<file path="src/include/mac_media_issue_pkg.sv">
// constants, classes and carriers shared by the issue timing model
`default_nettype none
package mac_media_issue_pkg;

  // register file index width and default register count
  localparam int REG_IDX_W = 4;
  localparam int NUM_REGS_DEF = 16;
  // width of availability counters, thresholds and issue counts
  localparam int CNT_W = 3;

  // result latencies in cycles
  localparam logic [CNT_W-1:0] LAT_ONE = 3'h1;
  localparam logic [CNT_W-1:0] LAT_TWO = 3'h2;
  localparam logic [CNT_W-1:0] LAT_THREE = 3'h3;
  localparam logic [CNT_W-1:0] LAT_FOUR = 3'h4;
  localparam logic [CNT_W-1:0] LAT_FIVE = 3'h5;

  // issue cycle counts
  localparam logic [CNT_W-1:0] ISSUE_ONE = 3'h1;
  localparam logic [CNT_W-1:0] ISSUE_TWO = 3'h2;
  localparam logic [CNT_W-1:0] ISSUE_THREE = 3'h3;
  // extra issue cycles when a long-running multiply updates flags
  localparam logic [CNT_W-1:0] FLAG_EXTRA = 3'h3;

  // operand readiness thresholds against the availability counter
  localparam logic [CNT_W-1:0] THR_EARLY = 3'h0;
  localparam logic [CNT_W-1:0] THR_NORMAL = 3'h1;
  localparam logic [CNT_W-1:0] CNT_ZERO = 3'h0;
  localparam logic [CNT_W-1:0] CNT_STEP = 3'h1;

  // instruction timing classes
  typedef enum logic [4:0] {
    OP_ALU,         // plain data processing
    OP_CLIP,        // clip_add_op, clip_subtract_op
    OP_DCLIP,       // doubled_clip_add_op, doubled_clip_subtract_op
    OP_MEDIA_ALU,   // packed add/sub, select
    OP_MEDIA_SAT,   // packed saturating / halving
    OP_MEDIA_XALU,  // cross add-sub, extend, unpack, byte_order_flip_op, halfword_pack_op
    OP_MEDIA_XSAT,  // signed_clip_to_width_op, cross saturating / halving
    OP_SAD,         // abs_diff_sum_op
    OP_SAD_ACC,     // abs_diff_sum_acc_op
    OP_PROD,        // product_op
    OP_PROD_ACC,    // product_acc_op
    OP_LMUL,        // signed/unsigned_long_product_op
    OP_LMLA,        // signed/unsigned_long_product_acc_op
    OP_HMUL,        // halfword, word-by-halfword, dual products
    OP_HMLA,        // accumulating halfword / dual products
    OP_LHMLA,       // long halfword and dual_long_product_acc_op
    OP_TOPMUL,      // top_word_product_op
    OP_TOPMLA,      // accumulating top word products
    OP_UDAAL        // unsigned_double_acc_long_op
  } op_class_e;

  // producer / consumer families of the accumulate forwarding paths
  typedef enum logic [1:0] {
    FAM_NONE,
    FAM_SAD,
    FAM_PROD
  } acc_fam_e;

  // pipeline stage that forms the result
  typedef enum logic [1:0] {
    STAGE_ALU,
    STAGE_SAT,
    STAGE_SAD,
    STAGE_PRODUCT
  } result_stage_e;

  // one instruction offered for issue
  typedef struct packed {
    op_class_e op;
    logic sets_flags;
    logic [REG_IDX_W-1:0] first_operand;
    logic first_en;
    logic [REG_IDX_W-1:0] second_operand;
    logic second_en;
    logic [REG_IDX_W-1:0] third_operand;
    logic third_en;
    logic [REG_IDX_W-1:0] dst_lo;
    logic dst_lo_en;
    logic [REG_IDX_W-1:0] dst_hi;
    logic dst_hi_en;
  } issue_req_s;

  // timing report of an issued instruction
  typedef struct packed {
    op_class_e op;
    result_stage_e stage;
    logic [CNT_W-1:0] issue_cycles;
    logic [CNT_W-1:0] lat_lo;
    logic [CNT_W-1:0] lat_hi;
    logic two_words;
  } issue_info_s;

endpackage
`default_nettype wire

</file>
<file path="src/core/mac_media_issue_latency.sv">
// issue and result latency interlock model for clip, media, sad and multiply groups
//
// Contract
// - clip add/subtract: one issue, latency two
// - doubled clip: first operand needed early
// - media ops single issue, latency one/two
// - rearranging media ops need second operand early
// - sad ops: one issue, early sources, latency three
// - sad into following acc: one less latency
// - independent instructions issue during sad latency
// - three-stage multiplier, forwarding only to accumulate
// - long products: low word one cycle first
// - multiply sources are early-needed
// - product ops: 2 or 5 issue, latency 4
// - long products: 3 or 6, latency 4/5
// - halfword/dual products: one issue, latency three
// - long halfword, top word, double-acc timings
// - early operand needs one more cycle
`timescale 1ns/1ps
`default_nettype none

module mac_media_issue_latency #(
  parameter int NUM_REGS = mac_media_issue_pkg::NUM_REGS_DEF
) (
  input wire logic ref_clk,
  input wire logic rstn,
  input wire logic req_valid,
  input wire mac_media_issue_pkg::issue_req_s req,
  output logic req_ready,
  output logic issued_valid,
  output mac_media_issue_pkg::issue_info_s issued,
  output logic interlock
);

  // refuse register counts that the index cannot reach
  if (NUM_REGS < 1 || NUM_REGS > (1 << mac_media_issue_pkg::REG_IDX_W)) begin : g_bad_regs
    $error("NUM_REGS out of range for register index width");
  end

  localparam int W = mac_media_issue_pkg::CNT_W;

  // decoded timing of the offered instruction
  logic [W-1:0] dec_issue;       // issue cycles
  logic [W-1:0] dec_lat_lo;      // latency of low / only word
  logic [W-1:0] dec_lat_hi;      // latency of high word
  logic dec_two_words;           // writes a 64-bit result
  mac_media_issue_pkg::result_stage_e dec_stage;
  logic early_first;             // first operand used in pre_alu_stage
  logic early_second;            // second operand used early
  logic early_third;             // third operand used early
  logic late_first;              // first operand needed a cycle late
  logic late_lo;                 // low accumulator word needed late
  logic late_hi;                 // high accumulator word needed late
  logic reads_lo;                // reads dst_lo as accumulator
  logic reads_hi;                // reads dst_hi as accumulator
  logic acc_first;               // first operand is the accumulator
  mac_media_issue_pkg::acc_fam_e dec_prod_fam;  // family of result produced
  mac_media_issue_pkg::acc_fam_e dec_cons_fam;  // family of accumulator consumed

  // scoreboard: cycles until each register is ready for an early use
  logic [W-1:0] avail_q [NUM_REGS];
  mac_media_issue_pkg::acc_fam_e fam_q [NUM_REGS];
  // remaining issue cycles of a multi-cycle instruction
  logic [W-1:0] busy_q;
  logic fire;

  // class decode into issue count, latencies and operand timing
  always_comb
  begin
    dec_issue = mac_media_issue_pkg::ISSUE_ONE;
    dec_lat_lo = mac_media_issue_pkg::LAT_ONE;
    dec_lat_hi = mac_media_issue_pkg::LAT_ONE;
    dec_two_words = 1'b0;
    dec_stage = mac_media_issue_pkg::STAGE_ALU;
    early_first = 1'b0;
    early_second = 1'b0;
    early_third = 1'b0;
    late_first = 1'b0;
    late_lo = 1'b0;
    late_hi = 1'b0;
    reads_lo = 1'b0;
    reads_hi = 1'b0;
    acc_first = 1'b0;
    dec_prod_fam = mac_media_issue_pkg::FAM_NONE;
    dec_cons_fam = mac_media_issue_pkg::FAM_NONE;
    case (req.op)
      // plain single cycle alu work
      mac_media_issue_pkg::OP_ALU:
      begin
        dec_lat_lo = mac_media_issue_pkg::LAT_ONE;
      end
      // saturating add/sub formed in the saturation stage
      mac_media_issue_pkg::OP_CLIP:
      begin
        dec_lat_lo = mac_media_issue_pkg::LAT_TWO;
        dec_stage = mac_media_issue_pkg::STAGE_SAT;
      end
      // doubling happens ahead of the alu
      mac_media_issue_pkg::OP_DCLIP:
      begin
        dec_lat_lo = mac_media_issue_pkg::LAT_TWO;
        dec_stage = mac_media_issue_pkg::STAGE_SAT;
        early_first = 1'b1;
      end
      // packed results out of the alu
      mac_media_issue_pkg::OP_MEDIA_ALU:
      begin
        dec_lat_lo = mac_media_issue_pkg::LAT_ONE;
      end
      // packed results out of the saturation stage
      mac_media_issue_pkg::OP_MEDIA_SAT:
      begin
        dec_lat_lo = mac_media_issue_pkg::LAT_TWO;
        dec_stage = mac_media_issue_pkg::STAGE_SAT;
      end
      // second operand rearranged before the alu
      mac_media_issue_pkg::OP_MEDIA_XALU:
      begin
        dec_lat_lo = mac_media_issue_pkg::LAT_ONE;
        early_second = 1'b1;
      end
      // rearranged and saturated
      mac_media_issue_pkg::OP_MEDIA_XSAT:
      begin
        dec_lat_lo = mac_media_issue_pkg::LAT_TWO;
        dec_stage = mac_media_issue_pkg::STAGE_SAT;
        early_second = 1'b1;
      end
      // sum of absolute differences
      mac_media_issue_pkg::OP_SAD, mac_media_issue_pkg::OP_SAD_ACC:
      begin
        dec_lat_lo = mac_media_issue_pkg::LAT_THREE;
        dec_stage = mac_media_issue_pkg::STAGE_SAD;
        early_second = 1'b1;
        early_third = 1'b1;
        dec_prod_fam = mac_media_issue_pkg::FAM_SAD;
        if (req.op == mac_media_issue_pkg::OP_SAD_ACC)
        begin
          acc_first = 1'b1;
          dec_cons_fam = mac_media_issue_pkg::FAM_SAD;
        end
      end
      // 32-bit products, optional addend on the first operand
      mac_media_issue_pkg::OP_PROD, mac_media_issue_pkg::OP_PROD_ACC:
      begin
        dec_issue = mac_media_issue_pkg::ISSUE_TWO;
        dec_lat_lo = mac_media_issue_pkg::LAT_FOUR;
        if (req.op == mac_media_issue_pkg::OP_PROD_ACC)
        begin
          late_first = 1'b1;
          acc_first = 1'b1;
        end
      end
      // 64-bit products
      mac_media_issue_pkg::OP_LMUL, mac_media_issue_pkg::OP_LMLA:
      begin
        dec_issue = mac_media_issue_pkg::ISSUE_THREE;
        dec_lat_lo = mac_media_issue_pkg::LAT_FOUR;
        dec_lat_hi = mac_media_issue_pkg::LAT_FIVE;
        dec_two_words = 1'b1;
        if (req.op == mac_media_issue_pkg::OP_LMLA)
        begin
          reads_lo = 1'b1;
          reads_hi = 1'b1;
          late_lo = 1'b1;
        end
      end
      // short products, single issue
      mac_media_issue_pkg::OP_HMUL, mac_media_issue_pkg::OP_HMLA:
      begin
        dec_lat_lo = mac_media_issue_pkg::LAT_THREE;
        acc_first = (req.op == mac_media_issue_pkg::OP_HMLA);
      end
      // long halfword / dual accumulate
      mac_media_issue_pkg::OP_LHMLA:
      begin
        dec_issue = mac_media_issue_pkg::ISSUE_TWO;
        dec_lat_lo = mac_media_issue_pkg::LAT_THREE;
        dec_lat_hi = mac_media_issue_pkg::LAT_FOUR;
        dec_two_words = 1'b1;
        reads_lo = 1'b1;
        reads_hi = 1'b1;
        late_hi = 1'b1;
      end
      // top word products
      mac_media_issue_pkg::OP_TOPMUL, mac_media_issue_pkg::OP_TOPMLA:
      begin
        dec_issue = mac_media_issue_pkg::ISSUE_TWO;
        dec_lat_lo = mac_media_issue_pkg::LAT_FOUR;
        if (req.op == mac_media_issue_pkg::OP_TOPMLA)
        begin
          late_first = 1'b1;
          acc_first = 1'b1;
        end
      end
      // unsigned double accumulate long
      mac_media_issue_pkg::OP_UDAAL:
      begin
        dec_issue = mac_media_issue_pkg::ISSUE_THREE;
        dec_lat_lo = mac_media_issue_pkg::LAT_FOUR;
        dec_lat_hi = mac_media_issue_pkg::LAT_FIVE;
        dec_two_words = 1'b1;
        reads_lo = 1'b1;
        reads_hi = 1'b1;
        late_lo = 1'b1;
      end
      default:
      begin
        dec_lat_lo = mac_media_issue_pkg::LAT_ONE;
      end
    endcase
    // every multiplier class shares the product stage and early sources
    if (req.op >= mac_media_issue_pkg::OP_PROD)
    begin
      dec_stage = mac_media_issue_pkg::STAGE_PRODUCT;
      early_second = 1'b1;
      early_third = 1'b1;
      dec_prod_fam = mac_media_issue_pkg::FAM_PROD;
      if (acc_first || reads_lo)
      begin
        dec_cons_fam = mac_media_issue_pkg::FAM_PROD;
      end
    end
    // flag-updating long-running products hold issue longer
    if (req.sets_flags && req.op >= mac_media_issue_pkg::OP_PROD && req.op <= mac_media_issue_pkg::OP_LMLA)
    begin
      dec_issue = dec_issue + mac_media_issue_pkg::FLAG_EXTRA;
    end
  end

  // readiness of one source register at a given threshold
  function automatic logic src_ok(
    input logic en,
    input logic [mac_media_issue_pkg::REG_IDX_W-1:0] idx,
    input logic early,
    input logic late,
    input logic acc,
    input mac_media_issue_pkg::acc_fam_e cons,
    input logic [W-1:0] cnt,
    input mac_media_issue_pkg::acc_fam_e fam
  );
    logic [W-1:0] thr;
    logic fwd;
    // accumulate path sees the result one cycle sooner
    fwd = acc && (cons != mac_media_issue_pkg::FAM_NONE) && (fam == cons);
    if (early)
    begin
      thr = mac_media_issue_pkg::THR_EARLY;
    end
    else
    begin
      thr = mac_media_issue_pkg::THR_NORMAL + W'(late) + W'(fwd);
    end
    // registers beyond the scoreboard are always ready
    src_ok = !en || (int'(idx) >= NUM_REGS) || (cnt <= thr);
  endfunction

  // counters of each source, zero when out of range
  logic [W-1:0] cnt_first, cnt_second, cnt_third, cnt_lo, cnt_hi;
  mac_media_issue_pkg::acc_fam_e fam_first, fam_lo, fam_hi;

  // scoreboard lookup of the offered sources
  always_comb
  begin
    cnt_first = mac_media_issue_pkg::CNT_ZERO;
    cnt_second = mac_media_issue_pkg::CNT_ZERO;
    cnt_third = mac_media_issue_pkg::CNT_ZERO;
    cnt_lo = mac_media_issue_pkg::CNT_ZERO;
    cnt_hi = mac_media_issue_pkg::CNT_ZERO;
    fam_first = mac_media_issue_pkg::FAM_NONE;
    fam_lo = mac_media_issue_pkg::FAM_NONE;
    fam_hi = mac_media_issue_pkg::FAM_NONE;
    for (int i = 0; i < NUM_REGS; i++)
    begin
      if (req.first_operand == mac_media_issue_pkg::REG_IDX_W'(i))
      begin
        cnt_first = avail_q[i];
        fam_first = fam_q[i];
      end
      if (req.second_operand == mac_media_issue_pkg::REG_IDX_W'(i))
      begin
        cnt_second = avail_q[i];
      end
      if (req.third_operand == mac_media_issue_pkg::REG_IDX_W'(i))
      begin
        cnt_third = avail_q[i];
      end
      if (req.dst_lo == mac_media_issue_pkg::REG_IDX_W'(i))
      begin
        cnt_lo = avail_q[i];
        fam_lo = fam_q[i];
      end
      if (req.dst_hi == mac_media_issue_pkg::REG_IDX_W'(i))
      begin
        cnt_hi = avail_q[i];
        fam_hi = fam_q[i];
      end
    end
  end

  // issue only when no multi-cycle issue is under way and all sources are ready;
  // unrelated registers never stall, so independent work fills latency gaps
  always_comb
  begin
    req_ready = (busy_q == mac_media_issue_pkg::CNT_ZERO)
      && src_ok(req.first_en, req.first_operand, early_first, late_first, acc_first, dec_cons_fam,
                cnt_first, fam_first)
      && src_ok(req.second_en, req.second_operand, early_second, 1'b0, 1'b0, dec_cons_fam,
                cnt_second, mac_media_issue_pkg::FAM_NONE)
      && src_ok(req.third_en, req.third_operand, early_third, 1'b0, 1'b0, dec_cons_fam,
                cnt_third, mac_media_issue_pkg::FAM_NONE)
      && src_ok(reads_lo, req.dst_lo, 1'b0, late_lo, 1'b1, dec_cons_fam, cnt_lo, fam_lo)
      && src_ok(reads_hi, req.dst_hi, 1'b0, late_hi, 1'b1, dec_cons_fam, cnt_hi, fam_hi);
    fire = req_valid && req_ready;
  end

  // scoreboard: load latency on issue, count down otherwise
  always_ff @(posedge ref_clk or negedge rstn)
  begin
    if (!rstn)
    begin
      for (int i = 0; i < NUM_REGS; i++)
      begin
        avail_q[i] <= mac_media_issue_pkg::CNT_ZERO;
        fam_q[i] <= mac_media_issue_pkg::FAM_NONE;
      end
    end
    else
    begin
      for (int i = 0; i < NUM_REGS; i++)
      begin
        if (fire && req.dst_lo_en && req.dst_lo == mac_media_issue_pkg::REG_IDX_W'(i))
        begin
          // low word, or the only word
          avail_q[i] <= dec_lat_lo;
          fam_q[i] <= dec_prod_fam;
        end
        else if (fire && dec_two_words && req.dst_hi_en && req.dst_hi == mac_media_issue_pkg::REG_IDX_W'(i))
        begin
          // high word lands one cycle after the low word
          avail_q[i] <= dec_lat_hi;
          fam_q[i] <= dec_prod_fam;
        end
        else if (avail_q[i] != mac_media_issue_pkg::CNT_ZERO)
        begin
          avail_q[i] <= avail_q[i] - mac_media_issue_pkg::CNT_STEP;
        end
      end
    end
  end

  // hold issue for the extra cycles of a multi-cycle instruction
  always_ff @(posedge ref_clk or negedge rstn)
  begin
    if (!rstn)
    begin
      busy_q <= mac_media_issue_pkg::CNT_ZERO;
    end
    else if (fire)
    begin
      busy_q <= dec_issue - mac_media_issue_pkg::CNT_STEP;
    end
    else if (busy_q != mac_media_issue_pkg::CNT_ZERO)
    begin
      busy_q <= busy_q - mac_media_issue_pkg::CNT_STEP;
    end
  end

  // registered report of each issue and of stalls
  always_ff @(posedge ref_clk or negedge rstn)
  begin
    if (!rstn)
    begin
      issued_valid <= 1'b0;
      issued <= '0;
      interlock <= 1'b0;
    end
    else
    begin
      issued_valid <= fire;
      interlock <= req_valid && !req_ready;
      if (fire)
      begin
        issued.op <= req.op;
        issued.stage <= dec_stage;
        issued.issue_cycles <= dec_issue;
        issued.lat_lo <= dec_lat_lo;
        issued.lat_hi <= dec_two_words ? dec_lat_hi : dec_lat_lo;
        issued.two_words <= dec_two_words;
      end
    end
  end

endmodule

`default_nettype wire

</file>
<file path="config.mk">
export PLATFORM = sky130hd
export DESIGN_NAME = mac_media_issue_latency
export DESIGN_NICKNAME = d
export VERILOG_FILES = /design/src/include/mac_media_issue_pkg.sv /design/src/core/mac_media_issue_latency.sv
export SDC_FILE = /design/constraint.sdc
export NUM_CORES = 1
export LEC_CHECK = 0
export BUFFER_PORTS_ARGS = -buffer_cell sky130_fd_sc_hd__buf_2
export CAP_MARGIN = 10
export CORE_ASPECT_RATIO = 0.5
export CORE_UTILIZATION = 30
export CTS_CLUSTER_SIZE = 30
export DETAILED_ROUTE_END_ITERATION = 10
export PLACE_DENSITY = 0.54
export SYNTH_ARGS = -nofsm -noshare
export SYNTH_HDL_FRONTEND = slang
export SYNTH_SLANG_ARGS = --single-unit
</file>
<file path="constraint.sdc">
create_clock -name ref_clk -period 4.8 [get_ports ref_clk]
set_clock_uncertainty 0.2 [all_clocks]
set_input_delay 0.24 -clock ref_clk [delete_from_list [all_inputs] [get_ports ref_clk]]
set_output_delay 0.24 -clock ref_clk [all_outputs]
set_load 0.02 [all_outputs]
</file>
==> results of run 1 <==
synth_stat cells, types with 6 or more instances:
cell type,count
nor2_1,136
nand2_1,114
dfrtp_1,102
a21oi_1,77
o21ai_0,68
inv_1,60
mux2i_1,49
clkbuf_1,44
ha_1,44
nand2b_1,35
a22oi_1,33
nor2b_1,33
nor3_1,32
nand3_1,26
a31oi_1,22
buf_2,22
mux2_2,22
mux4_2,22
a22o_1,17
mux2_1,12
xnor2_1,12
a211oi_1,11
o22ai_1,11
buf_1,10
o221ai_1,9
o31ai_1,9
a221oi_1,8
mux2_4,8
o21ai_2,8
a21o_1,7
o211ai_1,6
sequential cells by signal (all words and copies together), names as in the netlist:
register / cells
avail_q: 48
fam_q: 32
issued: 17
busy_q: 3
interlock: 1
issued_valid: 1
critical path, stage by stage, from the launching register on:
cell and delay (ns):
dfrtp_1 0.42, mux4_2 0.51, mux2i_1 0.15, nor2_1 0.05, a31oi_1 0.14, nor2_1 0.07, nor2_1 0.17, o221ai_2 0.13
o21a_1 0.13, o21ai_1 0.13, ha_1 0.27, nor2_4 0.18, ha_4 0.15, inv_2 0.03, a21oi_2 0.11, a211o_1 0.13
nand4_1 0.26, a211oi_4 0.43, nand3_4 0.16, buf_12 0.19, buf_12 0.14, or3_4 0.40, nor2_1 0.11, a21oi_1 0.06
layer usage:
metal | global-route usage (%) | up-vias
li1 | - | 4673
met1 | 39.50 | 5334
met2 | 38.59 | 631
met3 | 6.612 | 71
met4 | 8.403 | 0
met5 | 0 | -
per-stage QoR:
stage | worst slack (ns) | hold WS, ns | instance area (sq um) | util, %
after floorplan | 0.02434 | -0.2556 | 9742 | -
after global placement | -0.5523 | 0.1358 | 11390 | 35.80
after detailed placement | -0.6724 | 0.1417 | 11390 | 35.80
after CTS | 0.01448 | 0.03783 | 11840 | 37.20
after global routing | -0.2079 | 0.09379 | 12130 | 38.10
final | -0.06614 | 0.07298 | 12130 | 38.10
layout make-up:
cell class              count  share of cell area [%]
multi-input cells         949                   56.38
flip-flops and latches    102                   21.05
repair buffers            212                   13.43
well taps                 432                   4.457
clock buffers              11                   2.001
inverters                  62                   1.940
clock inverters             5                  0.7222
diodes                      1                 0.02063
worst min path at each step:
stage	end	slack, ns
after floorplan	avail_q[0]	-0.26
after global placement	avail_q[14]	0.14
after detailed placement	avail_q[14]	0.14
after CTS	issued[16]	0.04
after global routing	issued[16]	0.09
final	issued[16]	0.07
repair_timing:
action                     in CTS  in global routing
setup endpoints to repair     102                 91
hold buffers                    2                  0
gates resized for setup        20                 48
setup buffers                   2                 10
pin swaps                       5                 17
gates cloned                    0                  1
hold endpoints to repair       48                  0
power groups by stage:
stage               registers (W)  clock network, W  logic, W
global route              0.00181          0.000923   0.00311
floorplan                 0.00155                 0   0.00180
detailed placement        0.00177                 0   0.00268
finish                    0.00179          0.000877   0.00286
CTS                       0.00175          0.000894   0.00273
global placement          0.00177                 0   0.00262
kinds of logic (layout without fill, tap and decap cells):
group	after synthesis	in the layout
AO/OA/AOI/OAI	356	356
XOR/XNOR	13	13
adder cells (fa/ha/maj)	44	44
buffers and inverters	143	290
flip-flops	102	102
multiplexers	113	113
other	0	1
AND/OR/NAND/NOR	423	423
==> out/results.ini, run 1 <==
[synth]
yosys.area.top_type=dfrtp_1
synth-main-ff-cell=dfrtp_1
yosysWarnings=0
ys_types=82
synthCells=1194
synth_area_leaders=dfrtp_1 (26%), ha_1 (5.7%), nor2_1 (5.2%)
synth-seq-area-share_pct=26.21
synth_top_area_share_pct=26.21
avgSynthCellArea_sq_um=8.157
synthArstFlopShare_pct=100.0
synth-simple-area-share_pct=20.71
synth_xor_area_share_pct=1.169
synthesis.nets=1272
ys_seq_elements=102
syn-cell-area_sq_mm=0.009739
synth_compound_area_share_pct=24.79
synth_edf_count=0
synth_top_family_by_area=compound AO/OA/AOI/OAI gates
synthAdderAreaFrac_pct=5.653
synthMuxAreaShare_pct=15.29

[clock_network]
cts_buffer_depth=2
clk_transition_reported_paths_ns=0.08
h-tree-depth=3
cts_tree=yes
clock_latency_ns=0.40
cts_buffers=9
clockRootBuffer=clkbuf_16
cts_sinks=102

[power]
leakagePower_nw=5.369
powerDensity_mw_per_mm2=456.1
irDropWorstVdd_mv=0.2012
p_switching_w=0.002584
power_frac_seq_pct=32.4
swShare_pct=46.71
clkPwrFrac_pct=15.9
combPwrFrac_pct=51.8
internal-power_w=0.002948
power.total_w=0.005531

[die]
num_rows=46
core-area_sq_mm=0.03183
io_pins=54
design.die.area_sq_mm=0.03323
die_w_um=256.8
fp.dieH_um=129.4
start_util_pct=30.60

[drt]
dr_wl_met3_mm=4.819
ant_nets=0
first_pass_iters=6
routed_wl_mm=45.16
routed-via-count=10710
drc=0
viasPerCell=6.037
wl_per_cell_um=25.46
routed-wl-met2_mm=18.10
drt_iter0_drc=1506
wl_met1_mm=21.01
highest_layer=met4

[job]
cap_violations=0

[setup_path]
critPathRequiredTime_ns=4.88
start_kind=register
critPathCaptureType=register
critical_path_class=reg2reg
rr_endpoint=avail_q[41]
rrSetupSlack_ns=-0.07
cp_max_fo=8
endpoint=avail_q[41]
reg2reg_depth=23
cp-startpoint=fam_q[31]
r2r_start=fam_q[31]
crit_arrival_ns=4.95

[layout]
multi_input_comb_area_sq_mm=0.006838
layout_commonest_cell=buf_4
layout_common_cells=buf_4 (142), nor2_1 (130), nand2_1 (113)
nets=1414
area_delta_synth_final_pct=24.52
fin_cells=1774
fill_cells=3260
seq_area_sq_mm=0.002552
drive_above_1_share_pct=25.21

[hold_path]
hold_start=req[30]
hp-class=in2reg
hold-path-cell-count=3

[sta]
fin_setup_tns_ns=-0.5589
finalCriticalPeriod_ns=4.866
fmax_mhz=205.5
worst_pin_slew_ns=1.069
timing.final.hold_violations=0
setup_slack_ns=-0.06614
drv_slew=0
maxSlewHeadroom_pct=28.70
grt_setup_unrepaired=true
finalSetupViolations=22
finalCritPeriodShare_pct=101.4

[global_routing]
grt_pass1_vias=9838
grt_use_total_pct=26.98
grt_pass1_wl_mm=65.80
grt-ovfl-total=0
antenna_found_initial=0
grt_max_degree=56

[outcome]
violations=negative setup slack
status=finished, violations left

[place]
dp_hpwl_mm=35.10
dp.cells=1745
gp_congestion=1.011
port_buffers=53

Note: power is estimated with default switching activity, not from simulation.
==> run 2: changes to the inputs <==
==> constraint.sdc (replaced) <==
create_clock -name ref_clk -period 5 [get_ports ref_clk]
set_clock_uncertainty 0.2 [all_clocks]
set_input_delay 0.25 -clock ref_clk [delete_from_list [all_inputs] [get_ports ref_clk]]
set_output_delay 0.25 -clock ref_clk [all_outputs]
set_load 0.02 [all_outputs]
==> run 2 against run 1 <==
The flow now finishes without violations. Largest power group unchanged. Critical path type unchanged. Global-route usage decreased by 0.36 points. Die area unchanged. Power decreased by 8.5%. First-iteration DRC count decreased by 6.0%. Highest routed layer unchanged.
==> out/results.ini, run 2 (same netlist as run 1, synthesis figures left out) <==
[sta]
finalSetupViolations=0  ; -100%
finalCritPeriodShare_pct=96.45  ; -4.9 points
holdWs_ns=0.05030  ; -0.02268 ns
finalCriticalPeriod_ns=4.822  ; -0.04368 ns
maxSlewHeadroom_pct=31.23  ; +2.5 points
timing.final.hold_violations=0  ; unchanged
worst_pin_slew_ns=1.024  ; -0.04587 ns
drv_slew=0  ; unchanged
fmax_mhz=207.4  ; +0.91%

[place]
gp_congestion=0.9960  ; -1.5%
placedInstanceArea_sq_mm=0.01098  ; -3.6%
dp_hpwl_mm=34.16  ; -2.7%
port_buffers=53  ; unchanged
dp.cells=1692  ; -3.0%

[setup_path]
crit_arrival_ns=4.89  ; -0.06 ns
start_kind=register
rrSetupSlack_ns=0.18  ; +0.24 ns
cp_max_fo=11  ; +3
critPathCaptureType=register
reg2reg_depth=22  ; -4.3%
r2r_start=fam_q[26]
critPathRequiredTime_ns=5.06  ; +0.18 ns
critical_path_class=reg2reg
rr_endpoint=fam_q[16]

[clock_network]
clk_transition_reported_paths_ns=0.08  ; about the same
clock_latency_ns=0.40  ; about the same
cts_buffers=9  ; unchanged
cts_sinks=102  ; unchanged
h-tree-depth=3  ; unchanged
cts_tree=yes
clockRootBuffer=clkbuf_16
cts_buffer_depth=2  ; unchanged

[drt]
drc=0  ; unchanged
drt_iter0_drc=1415  ; -6.0%
first_pass_iters=5  ; -1
routed_wl_mm=43.99  ; -2.6%
routed-via-count=10330  ; -3.6%
viasPerCell=6.028  ; -0.14%
wl_per_cell_um=25.68  ; +0.88%
ant_nets=0  ; unchanged

[layout]
fin_cells=1713  ; -3.4%
design_area_sq_mm=0.01139  ; -6.1%
layout_common_cells=nor2_1 (134), nand2_1 (114), dfrtp_1 (102)
largest_register_ffs=48  ; unchanged
drive_above_1_share_pct=19.78  ; -5.4 points
reg_top3=avail_q x48, fam_q x32, issued x17
fin_util_pct=35.80  ; -2.3 points
area_delta_synth_final_pct=16.98
layout_commonest_cell=nor2_1
nets=1353  ; -4.3%
regMostFlops=avail_q

[hold_path]
hold-path-cell-count=3  ; unchanged
holdPathEnd=issued[16]
hold_start=req[30]
hp-class=in2reg

[global_routing]
globalRouteMet1Util_pct=38.43  ; -1.1 points
grt_max_degree=63  ; +13%
grt_use_met3_pct=6.964  ; +0.35 points
grt_pass1_vias=9909  ; +0.72%
busiest_layer=met1
antenna_found_initial=1  ; +1
grt_pass1_wl_mm=65.27  ; -0.81%
globalRouteMet2Util_pct=38.22  ; -0.37 points
grt_use_total_pct=26.62  ; -0.36 points
grt-ovfl-total=0  ; unchanged

[die]
start_util_pct=30.60  ; unchanged
design.die.area_sq_mm=0.03323  ; unchanged
io_pins=54  ; unchanged
die_w_um=256.8  ; unchanged
core-area_sq_mm=0.03183  ; unchanged
fp.dieH_um=129.4  ; unchanged
num_rows=46  ; unchanged

[outcome]
status=finished, final reports clean

[power]
irDropWorstVdd_mv=0.1830  ; -9.1%
power.total_w=0.005063  ; -8.5%
leakagePower_nw=4.977  ; -7.3%
powerDensity_mw_per_mm2=444.4  ; -2.6%

[job]
cap_violations=0  ; unchanged

==> run 2: cell count changes in the layout (fill, tap and decap cells not counted), moves of 4 or more <==
cell     before  now
buf_4       142   87
a22oi_2       4    0
a22oi_1      29   33
buf_6         6    2
nor2_1      130  134
==> run 2: worst max path at each step <==
| stage | start | end | slack, ns | depth (start not counted) |
|---|---|---|---|---|
| 2_1_floorplan | req[1] | busy_q[2] | 0.15 | 26 |
| 3_3_place_gp | req[21] | busy_q[2] | -0.43 | 25 |
| 3_5_place_dp | req[21] | busy_q[2] | -0.42 | 26 |
| 4_1_cts | fam_q[31] | busy_q[2] | 0.04 | 23 |
| 5_1_grt | fam_q[25] | req_ready | -0.02 | 19 |
| 6_report | fam_q[26] | fam_q[16] | 0.18 | 22 |
==> run 2: power breakdown <==
| part | leakage (nW) | switching, W | total, W | internal (W) |
|---|---|---|---|---|
| clock | 0.144 | 0.000378 | 0.000770 | 0.000392 |
| combinational | 3.55 | 0.00142 | 0.00256 | 0.00114 |
| sequential | 1.29 | 0.000608 | 0.00173 | 0.00113 |
| total | 4.98 | 0.00240 | 0.00506 | 0.00266 |
==> run 2: stage by stage <==
step | setup WS, ns | TNS (ns)
after floorplan | 0.1522 | 0
after global placement | -0.4306 | -27.90
after detailed placement | -0.4236 | -27.51
after CTS | 0.03640 | 0
after global routing | -0.01550 | -0.05148
final | 0.1775 | 0
==> run 2: layout make-up <==
cell class	instances	area [sq um]
Fill cell	3287	20430
Multi-Input combinational cell	949	6650
Sequential cell	102	2552
Timing Repair Buffer	151	1116
Tap cell	432	540.5
Inverter	62	232.7
Clock buffer	9	225.2
Clock inverter	6	71.32
Antenna cell	2	5.005
==> run 2: repair_timing <==
item	CTS	global route
endpoints found under the setup margin	83	90
resized for setup	3	16
hold endpoints to repair	41	0
cloned	0	0
pin swaps	0	11
hold buffers	2	0
buffers inserted	0	2
==> run 2: metal layers <==
| metal | share of wire [%] | vias up | wire length, um |
|---|---|---|---|
| li1 | - | 4548 | - |
| met1 | 47 | 5163 | 20590 |
| met2 | 41 | 528 | 17820 |
| met3 | 9.9 | 87 | 4359 |
| met4 | 2.8 | 0 | 1221 |
| met5 | 0 | - | 0 |
==> run 2: critical path, stage by stage (launching register included) <==
cell and delay [ns]:
dfrtp_1 0.45, mux4_2 0.48, nand2_1 0.08, o31a_1 0.12
o21ai_0 0.12, nand3b_1 0.12, a21oi_1 0.08, a211oi_2 0.22
o22ai_1 0.13, mux2i_1 0.14, ha_1 0.19, ha_1 0.28
nor2b_1 0.13, o21ai_0 0.15, nand3_1 0.13, a222oi_1 0.39
and4bb_1 0.27, nand3_2 0.14, inv_2 0.13, buf_12 0.17
nand2b_1 0.13, buf_4 0.19, mux2_2 0.27
